$ cat src/logic/pcw_cfg.svh
// Purpose: Offsets, field positions, reset values and timing counts of the watchdog
// Assumes: 8-bit register byte address, 32-bit register data
// Notes:   Definitions only
`ifndef PCW_CFG_SVH
`define PCW_CFG_SVH

// Register byte offsets
`define PCW_OFS_PEND      8'h04
`define PCW_OFS_MASK      8'h08
`define PCW_OFS_MASK_CLR  8'h0C
`define PCW_OFS_MASK_SET  8'h10
`define PCW_OFS_ROUTE     8'h40
`define PCW_OFS_CONFIG    8'h90
`define PCW_OFS_COUNT     8'h94
`define PCW_OFS_RELOAD    8'h98

// Configuration register fields
`define PCW_CFG_ON_BIT    0
`define PCW_CFG_ACT_LSB   1
`define PCW_CFG_ACT_MSB   3
`define PCW_CFG_LP_BIT    4
`define PCW_CFG_DBG_BIT   5

// Route register fields
`define PCW_RT_LINE_BIT   31
`define PCW_RT_NMI_BIT    30
`define PCW_RT_MAP_MSB    5

// Local pending and mask bit of the watchdog source
`define PCW_SRC_BIT       0

// Expiry actions
`define PCW_ACT_SECOND    3'h1
`define PCW_ACT_ONE_TRIP  3'h2
`define PCW_ACT_INTERVAL  3'h3

// Reset values
`define PCW_CFG_RESET     6'h00
`define PCW_ROUTE_LINE_RST 1'b1
`define PCW_ROUTE_MAP_RST 6'h00
`define PCW_RELOAD_RESET  32'h0000_0000
`define PCW_MASK_RESET    1'b0

// Number of processor interrupt lines
`define PCW_IRQ_LINES     6

// System reset pulse width
`define PCW_CLK_PERIOD_NS 20
`define PCW_RST_HOLD_NS   320
`define PCW_RST_HOLD_CYC  ((`PCW_RST_HOLD_NS + `PCW_CLK_PERIOD_NS - 1) / `PCW_CLK_PERIOD_NS)

`endif

$ cat src/logic/pcw_pkg.sv
// Purpose: Types shared by the watchdog files
// Assumes: Nothing beyond the config header
// Notes:   Field widths follow the register layout
`default_nettype none
package pcw_pkg;

    typedef struct packed {
        logic [7:0]  addr;
        logic [31:0] wdata;
        logic        wr;
        logic        rd;
    } pcw_bus_s;

    typedef struct packed {
        logic       dbg_cont;
        logic       lp_cont;
        logic [2:0] action;
        logic       on;
    } pcw_cfg_s;

    typedef struct packed {
        logic       to_line;
        logic       to_nmi;
        logic [5:0] map;
    } pcw_route_s;

    typedef enum logic [1:0] {
        PCW_OFF,
        PCW_RUN,
        PCW_ARMED,
        PCW_HALT
    } pcw_state_e;

endpackage : pcw_pkg
`default_nettype wire

$ cat src/logic/pcw_countdown.sv
// Purpose: Loadable down counter with expiry detect
// Assumes: Load and decrement may come in the same cycle, load wins
// Notes:   Expiry fires on the step that lands on zero, or on a step at zero
`timescale 1ns/10ps
`default_nettype none
module pcw_countdown #(
    parameter int W = 32
) (
    // Clock and reset
    input  wire logic         clk,
    input  wire logic         rst,
    // Control
    input  wire logic         load,
    input  wire logic [W-1:0] load_val,
    input  wire logic         dec,
    // State
    output var  logic [W-1:0] count,
    output var  logic         expire
);

    logic [W-1:0] count_reg;
    logic [W-1:0] count_next;
    wire          at_one  = (count_reg == W'(1));
    wire          at_zero = (count_reg == '0);

    assign expire     = dec && (at_one || at_zero);
    assign count_next = load ? load_val :
                        (dec && !at_zero) ? count_reg - W'(1) : count_reg;
    assign count      = count_reg;

    always_ff @(posedge clk or posedge rst) begin
        if (rst) begin
            count_reg <= '0;
        end else begin
            count_reg <= count_next;
        end
    end

endmodule : pcw_countdown
`default_nettype wire

$ cat src/logic/pcw_wdog.sv
// Purpose: Per-processor watchdog with local pending, mask and routing
// Assumes: Register strobes one cycle long, never both at once
// Notes:   Read data stands only in the cycle after the read strobe
//
// What this block does
// - Low-power continue clear: pause counting during wait or low-power state.
// - Debug continue clear: pause counting in debug mode; set means no effect.
// - Action field in config bits 3:1; code 0x2 interrupts and halts.
// - Code 0x1: first expiry interrupts and reloads; second resets all processors.
// - Code 0x3: interrupt, reload and keep counting at every zero.
// - Count only while the timer_on bit is set; clearing it disables.
// - Each write of one to timer_on copies reload value into current count.
// - Current count at 0x0094 is read-only, live; reload value at 0x0098.
// - Watchdog interrupt sets bit 0 of the local pending register at 0x0004.
// - Pending interrupt forwarded only when mask bit 0 at 0x0008 is set.
// - One to bit 0 at 0x0010 sets mask; at 0x000C clears it.
// - Second-expiry system reset ignores the mask bit.
// - Line mode: map bits 5:0 at 0x0040 pick one of six lines.
// - Vector mode: six-bit map driven unchanged on the six lines.
// - Route register holds line and NMI select bits; only one set.
// - Current count is a 32-bit down counter.
// - Route bits 31 and 30 plus bits 5:0 form the software routing control.
`timescale 1ns/10ps
`default_nettype none
`include "pcw_cfg.svh"
module pcw_wdog #(
    parameter int CNT_W    = 32,
    parameter int RST_HOLD = `PCW_RST_HOLD_CYC
) (
    // Clock and reset
    input  wire logic                      CLK_SYS,
    input  wire logic                      RST,
    // Register port
    input  wire logic [7:0]                REG_ADDR,
    input  wire logic [31:0]               REG_WDATA,
    input  wire logic                      REG_WR,
    input  wire logic                      REG_RD,
    output var  logic [31:0]               REG_RDATA,
    // Processor state
    input  wire logic                      CPU_WAIT,
    input  wire logic                      CPU_LOW_POWER,
    input  wire logic                      CPU_DEBUG,
    input  wire logic                      EXT_VEC_MODE,
    // Interrupt and reset outputs
    output var  logic [`PCW_IRQ_LINES-1:0] IRQ_LINES,
    output var  logic                      IRQ_VEC_REQ,
    output var  logic                      NMI_REQ,
    output var  logic                      SYS_RESET_ALL
);

    // Bus decode
    pcw_pkg::pcw_bus_s bus;

    assign bus = '{addr: REG_ADDR, wdata: REG_WDATA, wr: REG_WR, rd: REG_RD};

    wire hit_mask_clr = (bus.addr == `PCW_OFS_MASK_CLR);
    wire hit_mask_set = (bus.addr == `PCW_OFS_MASK_SET);
    wire hit_route    = (bus.addr == `PCW_OFS_ROUTE);
    wire hit_config   = (bus.addr == `PCW_OFS_CONFIG);
    wire hit_reload   = (bus.addr == `PCW_OFS_RELOAD);

    wire wr_config    = bus.wr && hit_config;
    wire wr_route     = bus.wr && hit_route;
    wire wr_reload    = bus.wr && hit_reload;
    wire wr_mask_set  = bus.wr && hit_mask_set && bus.wdata[`PCW_SRC_BIT];
    wire wr_mask_clr  = bus.wr && hit_mask_clr && bus.wdata[`PCW_SRC_BIT];

    // Writing one to timer_on, even when already set, re-arms the count
    wire on_write     = wr_config && bus.wdata[`PCW_CFG_ON_BIT];
    wire off_write    = wr_config && !bus.wdata[`PCW_CFG_ON_BIT];

    // Registers
    pcw_pkg::pcw_cfg_s   cfg_reg;
    pcw_pkg::pcw_cfg_s   cfg_next;
    pcw_pkg::pcw_route_s route_reg;
    pcw_pkg::pcw_route_s route_next;
    pcw_pkg::pcw_state_e state_reg;
    pcw_pkg::pcw_state_e state_next;
    logic [CNT_W-1:0]    reload_reg;
    logic [CNT_W-1:0]    reload_next;
    logic                pend_reg;
    logic                pend_next;
    logic                mask_reg;
    logic                mask_next;
    logic [7:0]          rst_cnt_reg;
    logic [7:0]          rst_cnt_next;
    logic [31:0]         rdata_reg;
    logic [31:0]         rdata_next;
    logic [`PCW_IRQ_LINES-1:0] lines_reg;
    logic [`PCW_IRQ_LINES-1:0] lines_next;
    logic                vec_reg;
    logic                vec_next;
    logic                nmi_reg;
    logic                nmi_next;
    logic                sysrst_reg;
    logic                sysrst_next;

    // Config write
    assign cfg_next = wr_config ? '{
        dbg_cont: bus.wdata[`PCW_CFG_DBG_BIT],
        lp_cont:  bus.wdata[`PCW_CFG_LP_BIT],
        action:   bus.wdata[`PCW_CFG_ACT_MSB:`PCW_CFG_ACT_LSB],
        on:       bus.wdata[`PCW_CFG_ON_BIT]
    } : cfg_reg;

    // A write with both select bits set keeps only the line route
    wire route_line_w = bus.wdata[`PCW_RT_LINE_BIT];
    wire route_nmi_w  = bus.wdata[`PCW_RT_NMI_BIT] && !route_line_w;

    assign route_next = wr_route ? '{
        to_line: route_line_w,
        to_nmi:  route_nmi_w,
        map:     bus.wdata[`PCW_RT_MAP_MSB:0]
    } : route_reg;

    assign reload_next = wr_reload ? bus.wdata[CNT_W-1:0] : reload_reg;

    // Countdown control
    wire suspend_lp  = !cfg_reg.lp_cont && (CPU_WAIT || CPU_LOW_POWER);
    wire suspend_dbg = !cfg_reg.dbg_cont && CPU_DEBUG;
    wire active      = cfg_reg.on &&
                       (state_reg == pcw_pkg::PCW_RUN || state_reg == pcw_pkg::PCW_ARMED);
    // A config write in flight blocks the step so enable changes act cleanly
    wire step        = active && !wr_config && !suspend_lp && !suspend_dbg;

    logic [CNT_W-1:0] count_val;
    logic             expire;

    // Action decode, unknown codes fall back to one-trip
    wire act_second   = (cfg_reg.action == `PCW_ACT_SECOND);
    wire act_interval = (cfg_reg.action == `PCW_ACT_INTERVAL);
    wire act_halt     = !act_second && !act_interval;

    wire first_expiry  = expire && state_reg == pcw_pkg::PCW_RUN;
    wire second_expiry = expire && state_reg == pcw_pkg::PCW_ARMED;
    wire reload_on_exp = first_expiry && (act_second || act_interval);
    wire cnt_load      = on_write || reload_on_exp;

    pcw_countdown #(
        .W        (CNT_W)
    ) u_count (
        .clk      (CLK_SYS),
        .rst      (RST),
        .load     (cnt_load),
        .load_val (reload_reg),
        .dec      (step),
        .count    (count_val),
        .expire   (expire)
    );

    // Timer sequence
    always_comb begin
        state_next = state_reg;
        if (on_write) begin
            state_next = pcw_pkg::PCW_RUN;
        end else if (off_write) begin
            state_next = pcw_pkg::PCW_OFF;
        end else begin
            unique case (state_reg)
                pcw_pkg::PCW_OFF: begin
                    state_next = pcw_pkg::PCW_OFF;
                end
                pcw_pkg::PCW_RUN: begin
                    if (expire) begin
                        if (act_second) begin
                            state_next = pcw_pkg::PCW_ARMED;
                        end else if (act_interval) begin
                            state_next = pcw_pkg::PCW_RUN;
                        end else begin
                            state_next = pcw_pkg::PCW_HALT;
                        end
                    end
                end
                pcw_pkg::PCW_ARMED: begin
                    if (expire) begin
                        state_next = pcw_pkg::PCW_HALT;
                    end
                end
                pcw_pkg::PCW_HALT: begin
                    state_next = pcw_pkg::PCW_HALT;
                end
            endcase
        end
    end

    // Pending and mask, a new expiry beats a simultaneous clear
    wire irq_event = first_expiry;
    assign pend_next = irq_event || (pend_reg && !on_write);
    assign mask_next = wr_mask_set ? 1'b1 :
                       wr_mask_clr ? 1'b0 : mask_reg;

    wire irq_live = pend_reg && mask_reg;

    // Routing
    wire map_ok = (route_reg.map < 6'(`PCW_IRQ_LINES));
    wire [`PCW_IRQ_LINES-1:0] line_onehot =
        map_ok ? (`PCW_IRQ_LINES'(1) << route_reg.map[2:0]) : '0;
    wire to_lines = irq_live && route_reg.to_line;

    assign lines_next = !to_lines     ? '0 :
                        EXT_VEC_MODE  ? route_reg.map : line_onehot;
    assign vec_next   = to_lines && EXT_VEC_MODE;
    assign nmi_next   = irq_live && route_reg.to_nmi;

    // System reset stretch, never gated by the mask
    assign rst_cnt_next = second_expiry ? 8'(RST_HOLD) :
                          (rst_cnt_reg != 8'h00) ? rst_cnt_reg - 8'h01 : rst_cnt_reg;
    assign sysrst_next  = (rst_cnt_next != 8'h00);

    // Read mux, write-only and unmapped offsets read zero
    wire [31:0] rd_pend   = {31'h0000_0000, pend_reg};
    wire [31:0] rd_mask   = {31'h0000_0000, mask_reg};
    wire [31:0] rd_route  = {route_reg.to_line, route_reg.to_nmi, 24'h00_0000, route_reg.map};
    wire [31:0] rd_config = {26'h000_0000, cfg_reg.dbg_cont, cfg_reg.lp_cont,
                             cfg_reg.action, cfg_reg.on};
    wire [31:0] rd_count  = 32'(count_val);
    wire [31:0] rd_reload = 32'(reload_reg);

    wire [31:0] rd_sel =
        (bus.addr == `PCW_OFS_PEND)   ? rd_pend   :
        (bus.addr == `PCW_OFS_MASK)   ? rd_mask   :
        (bus.addr == `PCW_OFS_ROUTE)  ? rd_route  :
        (bus.addr == `PCW_OFS_CONFIG) ? rd_config :
        (bus.addr == `PCW_OFS_COUNT)  ? rd_count  :
        (bus.addr == `PCW_OFS_RELOAD) ? rd_reload : 32'h0000_0000;

    assign rdata_next = bus.rd ? rd_sel : 32'h0000_0000;

    // State registers
    always_ff @(posedge CLK_SYS or posedge RST) begin
        if (RST) begin
            cfg_reg   <= `PCW_CFG_RESET;
            route_reg <= '{to_line: `PCW_ROUTE_LINE_RST, to_nmi: 1'b0,
                           map: `PCW_ROUTE_MAP_RST};
            reload_reg <= CNT_W'(`PCW_RELOAD_RESET);
            state_reg <= pcw_pkg::PCW_OFF;
            pend_reg  <= 1'b0;
            mask_reg  <= `PCW_MASK_RESET;
            rst_cnt_reg <= 8'h00;
        end else begin
            cfg_reg   <= cfg_next;
            route_reg <= route_next;
            reload_reg <= reload_next;
            state_reg <= state_next;
            pend_reg  <= pend_next;
            mask_reg  <= mask_next;
            rst_cnt_reg <= rst_cnt_next;
        end
    end

    // Output registers
    always_ff @(posedge CLK_SYS or posedge RST) begin
        if (RST) begin
            rdata_reg  <= 32'h0000_0000;
            lines_reg  <= '0;
            vec_reg    <= 1'b0;
            nmi_reg    <= 1'b0;
            sysrst_reg <= 1'b0;
        end else begin
            rdata_reg  <= rdata_next;
            lines_reg  <= lines_next;
            vec_reg    <= vec_next;
            nmi_reg    <= nmi_next;
            sysrst_reg <= sysrst_next;
        end
    end

    assign REG_RDATA     = rdata_reg;
    assign IRQ_LINES     = lines_reg;
    assign IRQ_VEC_REQ   = vec_reg;
    assign NMI_REQ       = nmi_reg;
    assign SYS_RESET_ALL = sysrst_reg;

endmodule : pcw_wdog
`default_nettype wire
$ cat config.mk
export PLATFORM = sky130hd
export DESIGN_NAME = pcw_wdog
export DESIGN_NICKNAME = d
export VERILOG_FILES = /design/src/logic/pcw_pkg.sv /design/src/logic/pcw_countdown.sv /design/src/logic/pcw_wdog.sv
export VERILOG_INCLUDE_DIRS = /design/src /design/src/logic
export SDC_FILE = /design/constraint.sdc
export NUM_CORES = 1
export LEC_CHECK = 0
export ABC_AREA = 1
export BUFFER_PORTS_ARGS = -buffer_cell sky130_fd_sc_hd__buf_2
export CELL_PAD_IN_SITES_DETAIL_PLACEMENT = 1
export CELL_PAD_IN_SITES_GLOBAL_PLACEMENT = 2
export CORE_MARGIN = 2
export CORE_UTILIZATION = 36
export DETAILED_ROUTE_END_ITERATION = 10
export GPL_TIMING_DRIVEN = 0
export PLACE_DENSITY = 0.95
export RECOVER_POWER = 25
export SLEW_MARGIN = 20
export SYNTH_ARGS = -nofsm -noshare
export SYNTH_HDL_FRONTEND = slang
export SYNTH_HIERARCHICAL = 1
export SYNTH_SLANG_ARGS = --single-unit
$ cat constraint.sdc
create_clock -name CLK_SYS -period 5.2 [get_ports CLK_SYS]
set_clock_uncertainty 0.05 [all_clocks]
set_input_delay 0.52 -clock CLK_SYS [delete_from_list [all_inputs] [get_ports CLK_SYS]]
set_output_delay 0.52 -clock CLK_SYS [all_outputs]
set_load 0.05 [all_outputs]
==> load_flow_metrics.sql <==
INSERT INTO impl_metrics (metric_group, metric, value, unit) VALUES
('sta', 'finalHoldWorstSlack', '0.267', 'ns'),
('status', 'failed_checks', 'capacitance limit, slew limit', ''),
('worst_setup_path', 'worst_ep_required_time', '5.47', 'ns'),
('power_and_ir_drop', 'max-vdd-ir-drop', '200', 'uV'),
('sta', 'report.final.slew_viol_count', '106', ''),
('sta', 'maxSlewHeadroom', '-0.269', ''),
('placed_design', 'place.port_buffers', '88', ''),
('sta', 'final.setup.worst_slack', '1.05', 'ns'),
('placed_design', 'dpl.cell_count', '1348', ''),
('placed_design', 'dp_hpwl', '18.4', 'mm'),
('worst_setup_path', 'crit_chain', 'buf_2 > inv_1 > nor2_4 > nand2_1 > nor2_8 > nand2_2 > o2111ai_1 > a21oi_1 > inv_1 > nor3_1 > a21boi_0 > inv_1 > o31ai_1 > clkbuf_1 > clkinv_1 > clkbuf_1 > nand3_1 > nand2_1 > nand2_1 > nand2_1', ''),
('synth', 'async_reset_ff_frac', '1.00', ''),
('drt', 'dr_iter_0_viols', '439', ''),
('worst_setup_path', 'timing.critical_path.max_delay_family', 'buffers and inverters', ''),
('worst_setup_path', 'r2r-start', 'state_reg[0]', ''),
('floorplanning', 'fp.dieH', '146', 'um'),
('synth', 'postSynthRegisterBits', '131', ''),
('drt', 'avgRoutedWirePerCell', '17.7', 'um'),
('clock_tree', 'clock_insertion_delay_worst_skew', '0.44', 'ns'),
('drt', 'wl_met1', '11.3', 'mm'),
('clock_tree', 'clock_sink_count', '131', ''),
('synth', 'yosysUniqueCellTypes', '39', ''),
('sta', 'highest_clock_rate', '241', 'MHz'),
('final_layout', 'flow.area_growth_from_synthesis', '18.7', '%'),
('clock_tree', 'cts_buffers', '17', ''),
('worst_setup_path', 'critical_path.max_fanout', '10', ''),
('worst_hold_path', 'min-delay-start', 'REG_WDATA[11]', ''),
('synth', 'synth_enable_flop_cells', '0', ''),
('power_and_ir_drop', 'power.static_leakage', '4.54', 'nW'),
('final_layout', 'post_layout_util', '0.439', ''),
('global_route', 'grt_antenna_before_repair', '0', ''),
('drt', 'postRouteAntennaNets', '0', ''),
('placed_design', 'dp_area', '8080', 'um2'),
('placed_design', 'dpl_worst_slack', '0.803', 'ns'),
('worst_setup_path', 'cpMaxStageDelayCell', 'sky130_fd_sc_hd__a21boi_0', ''),
('worst_setup_path', 'reg2reg_setup_slack', '1.12', 'ns'),
('final_layout', 'finalInstanceArea', '8610', 'um2'),
('sta', 'setup_viol', '0', ''),
('synth', 'post-synth-top-area-fraction', '0.449', ''),
('floorplanning', 'core', '19600', 'um2'),
('clock_tree', 'cts_max_path_bufs', '2', ''),
('synth', 'post-synth-top-count-cell', 'sky130_fd_sc_hd__nand2_1', ''),
('sta', 'rsz_0062_raised_after_global_routing', 'no', ''),
('worst_setup_path', 'worst-setup-path-type', 'in2reg', ''),
('final_layout', 'num-nets-final', '1159', ''),
('synth', 'post_synth.cell_area_avg', '7.30', 'um2'),
('placed_design', 'globalplace.congestion', '0.919', ''),
('clock_tree', 'postCtsResizedCells', '0', ''),
('power_and_ir_drop', 'powerDensity', '279', 'nW/um2'),
('final_layout', 'drive_above_1_share', '0.163', ''),
('final_layout', 'nFillCells', '2530', ''),
('drt', 'met2WireLength', '11.6', 'mm'),
('floorplanning', 'die_area', '21300', 'um2'),
('sta', 'total_count_of_hold_check_failures_in_the_final_report', '0', ''),
('sta', 'totalNegativeSetupSlack', '0', 'ns'),
('final_layout', 'multiInputGateArea', '3360', 'um2'),
('floorplanning', 'dieWidth', '146', 'um'),
('worst_setup_path', 'crit_end_element', 'flop', ''),
('worst_setup_path', 'ff2ff_path_depth', '16', ''),
('drt', 'route.top_layer_used', 'met4', ''),
('synth', 'synth.net_count', '1049', ''),
('worst_setup_path', 'critical-path-max-stage-delay', '0.45', 'ns'),
('drt', 'dr_total_vias', '7054', ''),
('synth', 'ys_top_cells_by_area', 'sky130_fd_sc_hd__dfrtp_1 45%, sky130_fd_sc_hd__nand2_1 19%, sky130_fd_sc_hd__nand3_1 7.0%', ''),
('worst_hold_path', 'hold_depth', '3', ''),
('synth', 'syn-instance-count', '993', ''),
('sta', 'worst-slew-pin-transition', '1.90', 'ns'),
('sta', 'min_clock_period_post_route', '4.15', 'ns'),
('status', 'status', 'complete, but fails checks', ''),
('run', 'max_cap_violations', '2', ''),
('drt', 'avg_vias_per_cell', '5.11', '');
-- worst max-delay path by stage --
stage / slack (ns) / startpoint / endpoint / depth (start not counted)
finish: 1.05 / REG_ADDR[7] / u_count/count[9] / 20
global route: 0.68 / REG_ADDR[7] / u_count/count[9] / 20
CTS: 1.09 / state_reg[0] / u_count/count[9] / 16
detailed placement: 0.80 / REG_ADDR[2] / u_count/count[10] / 19
global placement: 0.76 / RST / REG_RDATA[13] / 2
floorplan: 2.01 / REG_ADDR[7] / u_count/count[10] / 19
-- routing by layer --
layer,GRT usage,vias to the layer above
met1,0.332,3501
met3,0.0329,22
li1,-,3351
met5,0,-
met2,0.383,180
met4,0.0637,0
-- tightest hold or removal path: stages --
cell and delay, ns:
sky130_fd_sc_hd__buf_2 0.07, sky130_fd_sc_hd__nand3_1 0.06, sky130_fd_sc_hd__nand2_1 0.06
-- layout by cell type (no fill, tap or decap), types with 2 or more instances in the layout --
cell type                    count
sky130_fd_sc_hd__nor2_1         86
sky130_fd_sc_hd__nand4_1        17
sky130_fd_sc_hd__inv_2           4
sky130_fd_sc_hd__ha_1            8
sky130_fd_sc_hd__nand2_1       366
sky130_fd_sc_hd__clkinv_4        2
sky130_fd_sc_hd__clkbuf_8        2
sky130_fd_sc_hd__dfrtp_1       130
sky130_fd_sc_hd__xor2_1          6
sky130_fd_sc_hd__buf_4           5
sky130_fd_sc_hd__nor2_2         10
sky130_fd_sc_hd__o21ai_0        26
sky130_fd_sc_hd__xnor2_1         3
sky130_fd_sc_hd__nor2_4          6
sky130_fd_sc_hd__nand2_2         7
sky130_fd_sc_hd__a21oi_1        35
sky130_fd_sc_hd__bufinv_16       2
sky130_fd_sc_hd__nand2_4         3
sky130_fd_sc_hd__o211ai_1        2
sky130_fd_sc_hd__o31ai_1         2
sky130_fd_sc_hd__buf_6           5
sky130_fd_sc_hd__buf_2          93
sky130_fd_sc_hd__nand3_1       102
sky130_fd_sc_hd__o21ai_2         9
sky130_fd_sc_hd__clkinv_2        5
sky130_fd_sc_hd__o21ai_1        17
sky130_fd_sc_hd__clkbuf_1       17
sky130_fd_sc_hd__inv_1         103
sky130_fd_sc_hd__clkinvlp_4      3
sky130_fd_sc_hd__o22ai_1         3
sky130_fd_sc_hd__clkbuf_16      17
sky130_fd_sc_hd__nor3_1          2
sky130_fd_sc_hd__nor2_8          2
-- where the power goes --
part           total [mW]  switching, mW  internal [mW]
combinational       0.127         0.0884         0.0389
sequential           1.07         0.0265           1.04
clock                1.21          0.480          0.728
total                2.40          0.595           1.81
-- cell families (layout without fill, tap and decap cells) --
logic type | count (synthesis) | count (layout) | synth area share
buffers and inverters | 140 | 263 | 0.0826
AND/OR/NAND/NOR | 607 | 607 | 0.363
adder cells (fa/ha/maj) | 8 | 8 | 0.0138
flip-flops | 131 | 131 | 0.452
XOR/XNOR | 9 | 9 | 0.0109
AO/OA/AOI/OAI | 98 | 98 | 0.0771
-- timing repair --
item	in CTS	in global routing
hold buffers	1	0
hold endpoints to repair	5	0
buffers inserted	0	0
endpoints found under the setup margin	0	0
-- final cells by class --
cell class                 count  share of cell area
timing repair buffer          91              0.0532
clock buffer                  19              0.0526
inverter                     109              0.0477
tap                          265              0.0385
sequential                   131               0.381
clock inverter                13              0.0156
multi-input combinational    722               0.391
buffer                        31              0.0209
Power figures use the tool's default switching activity.
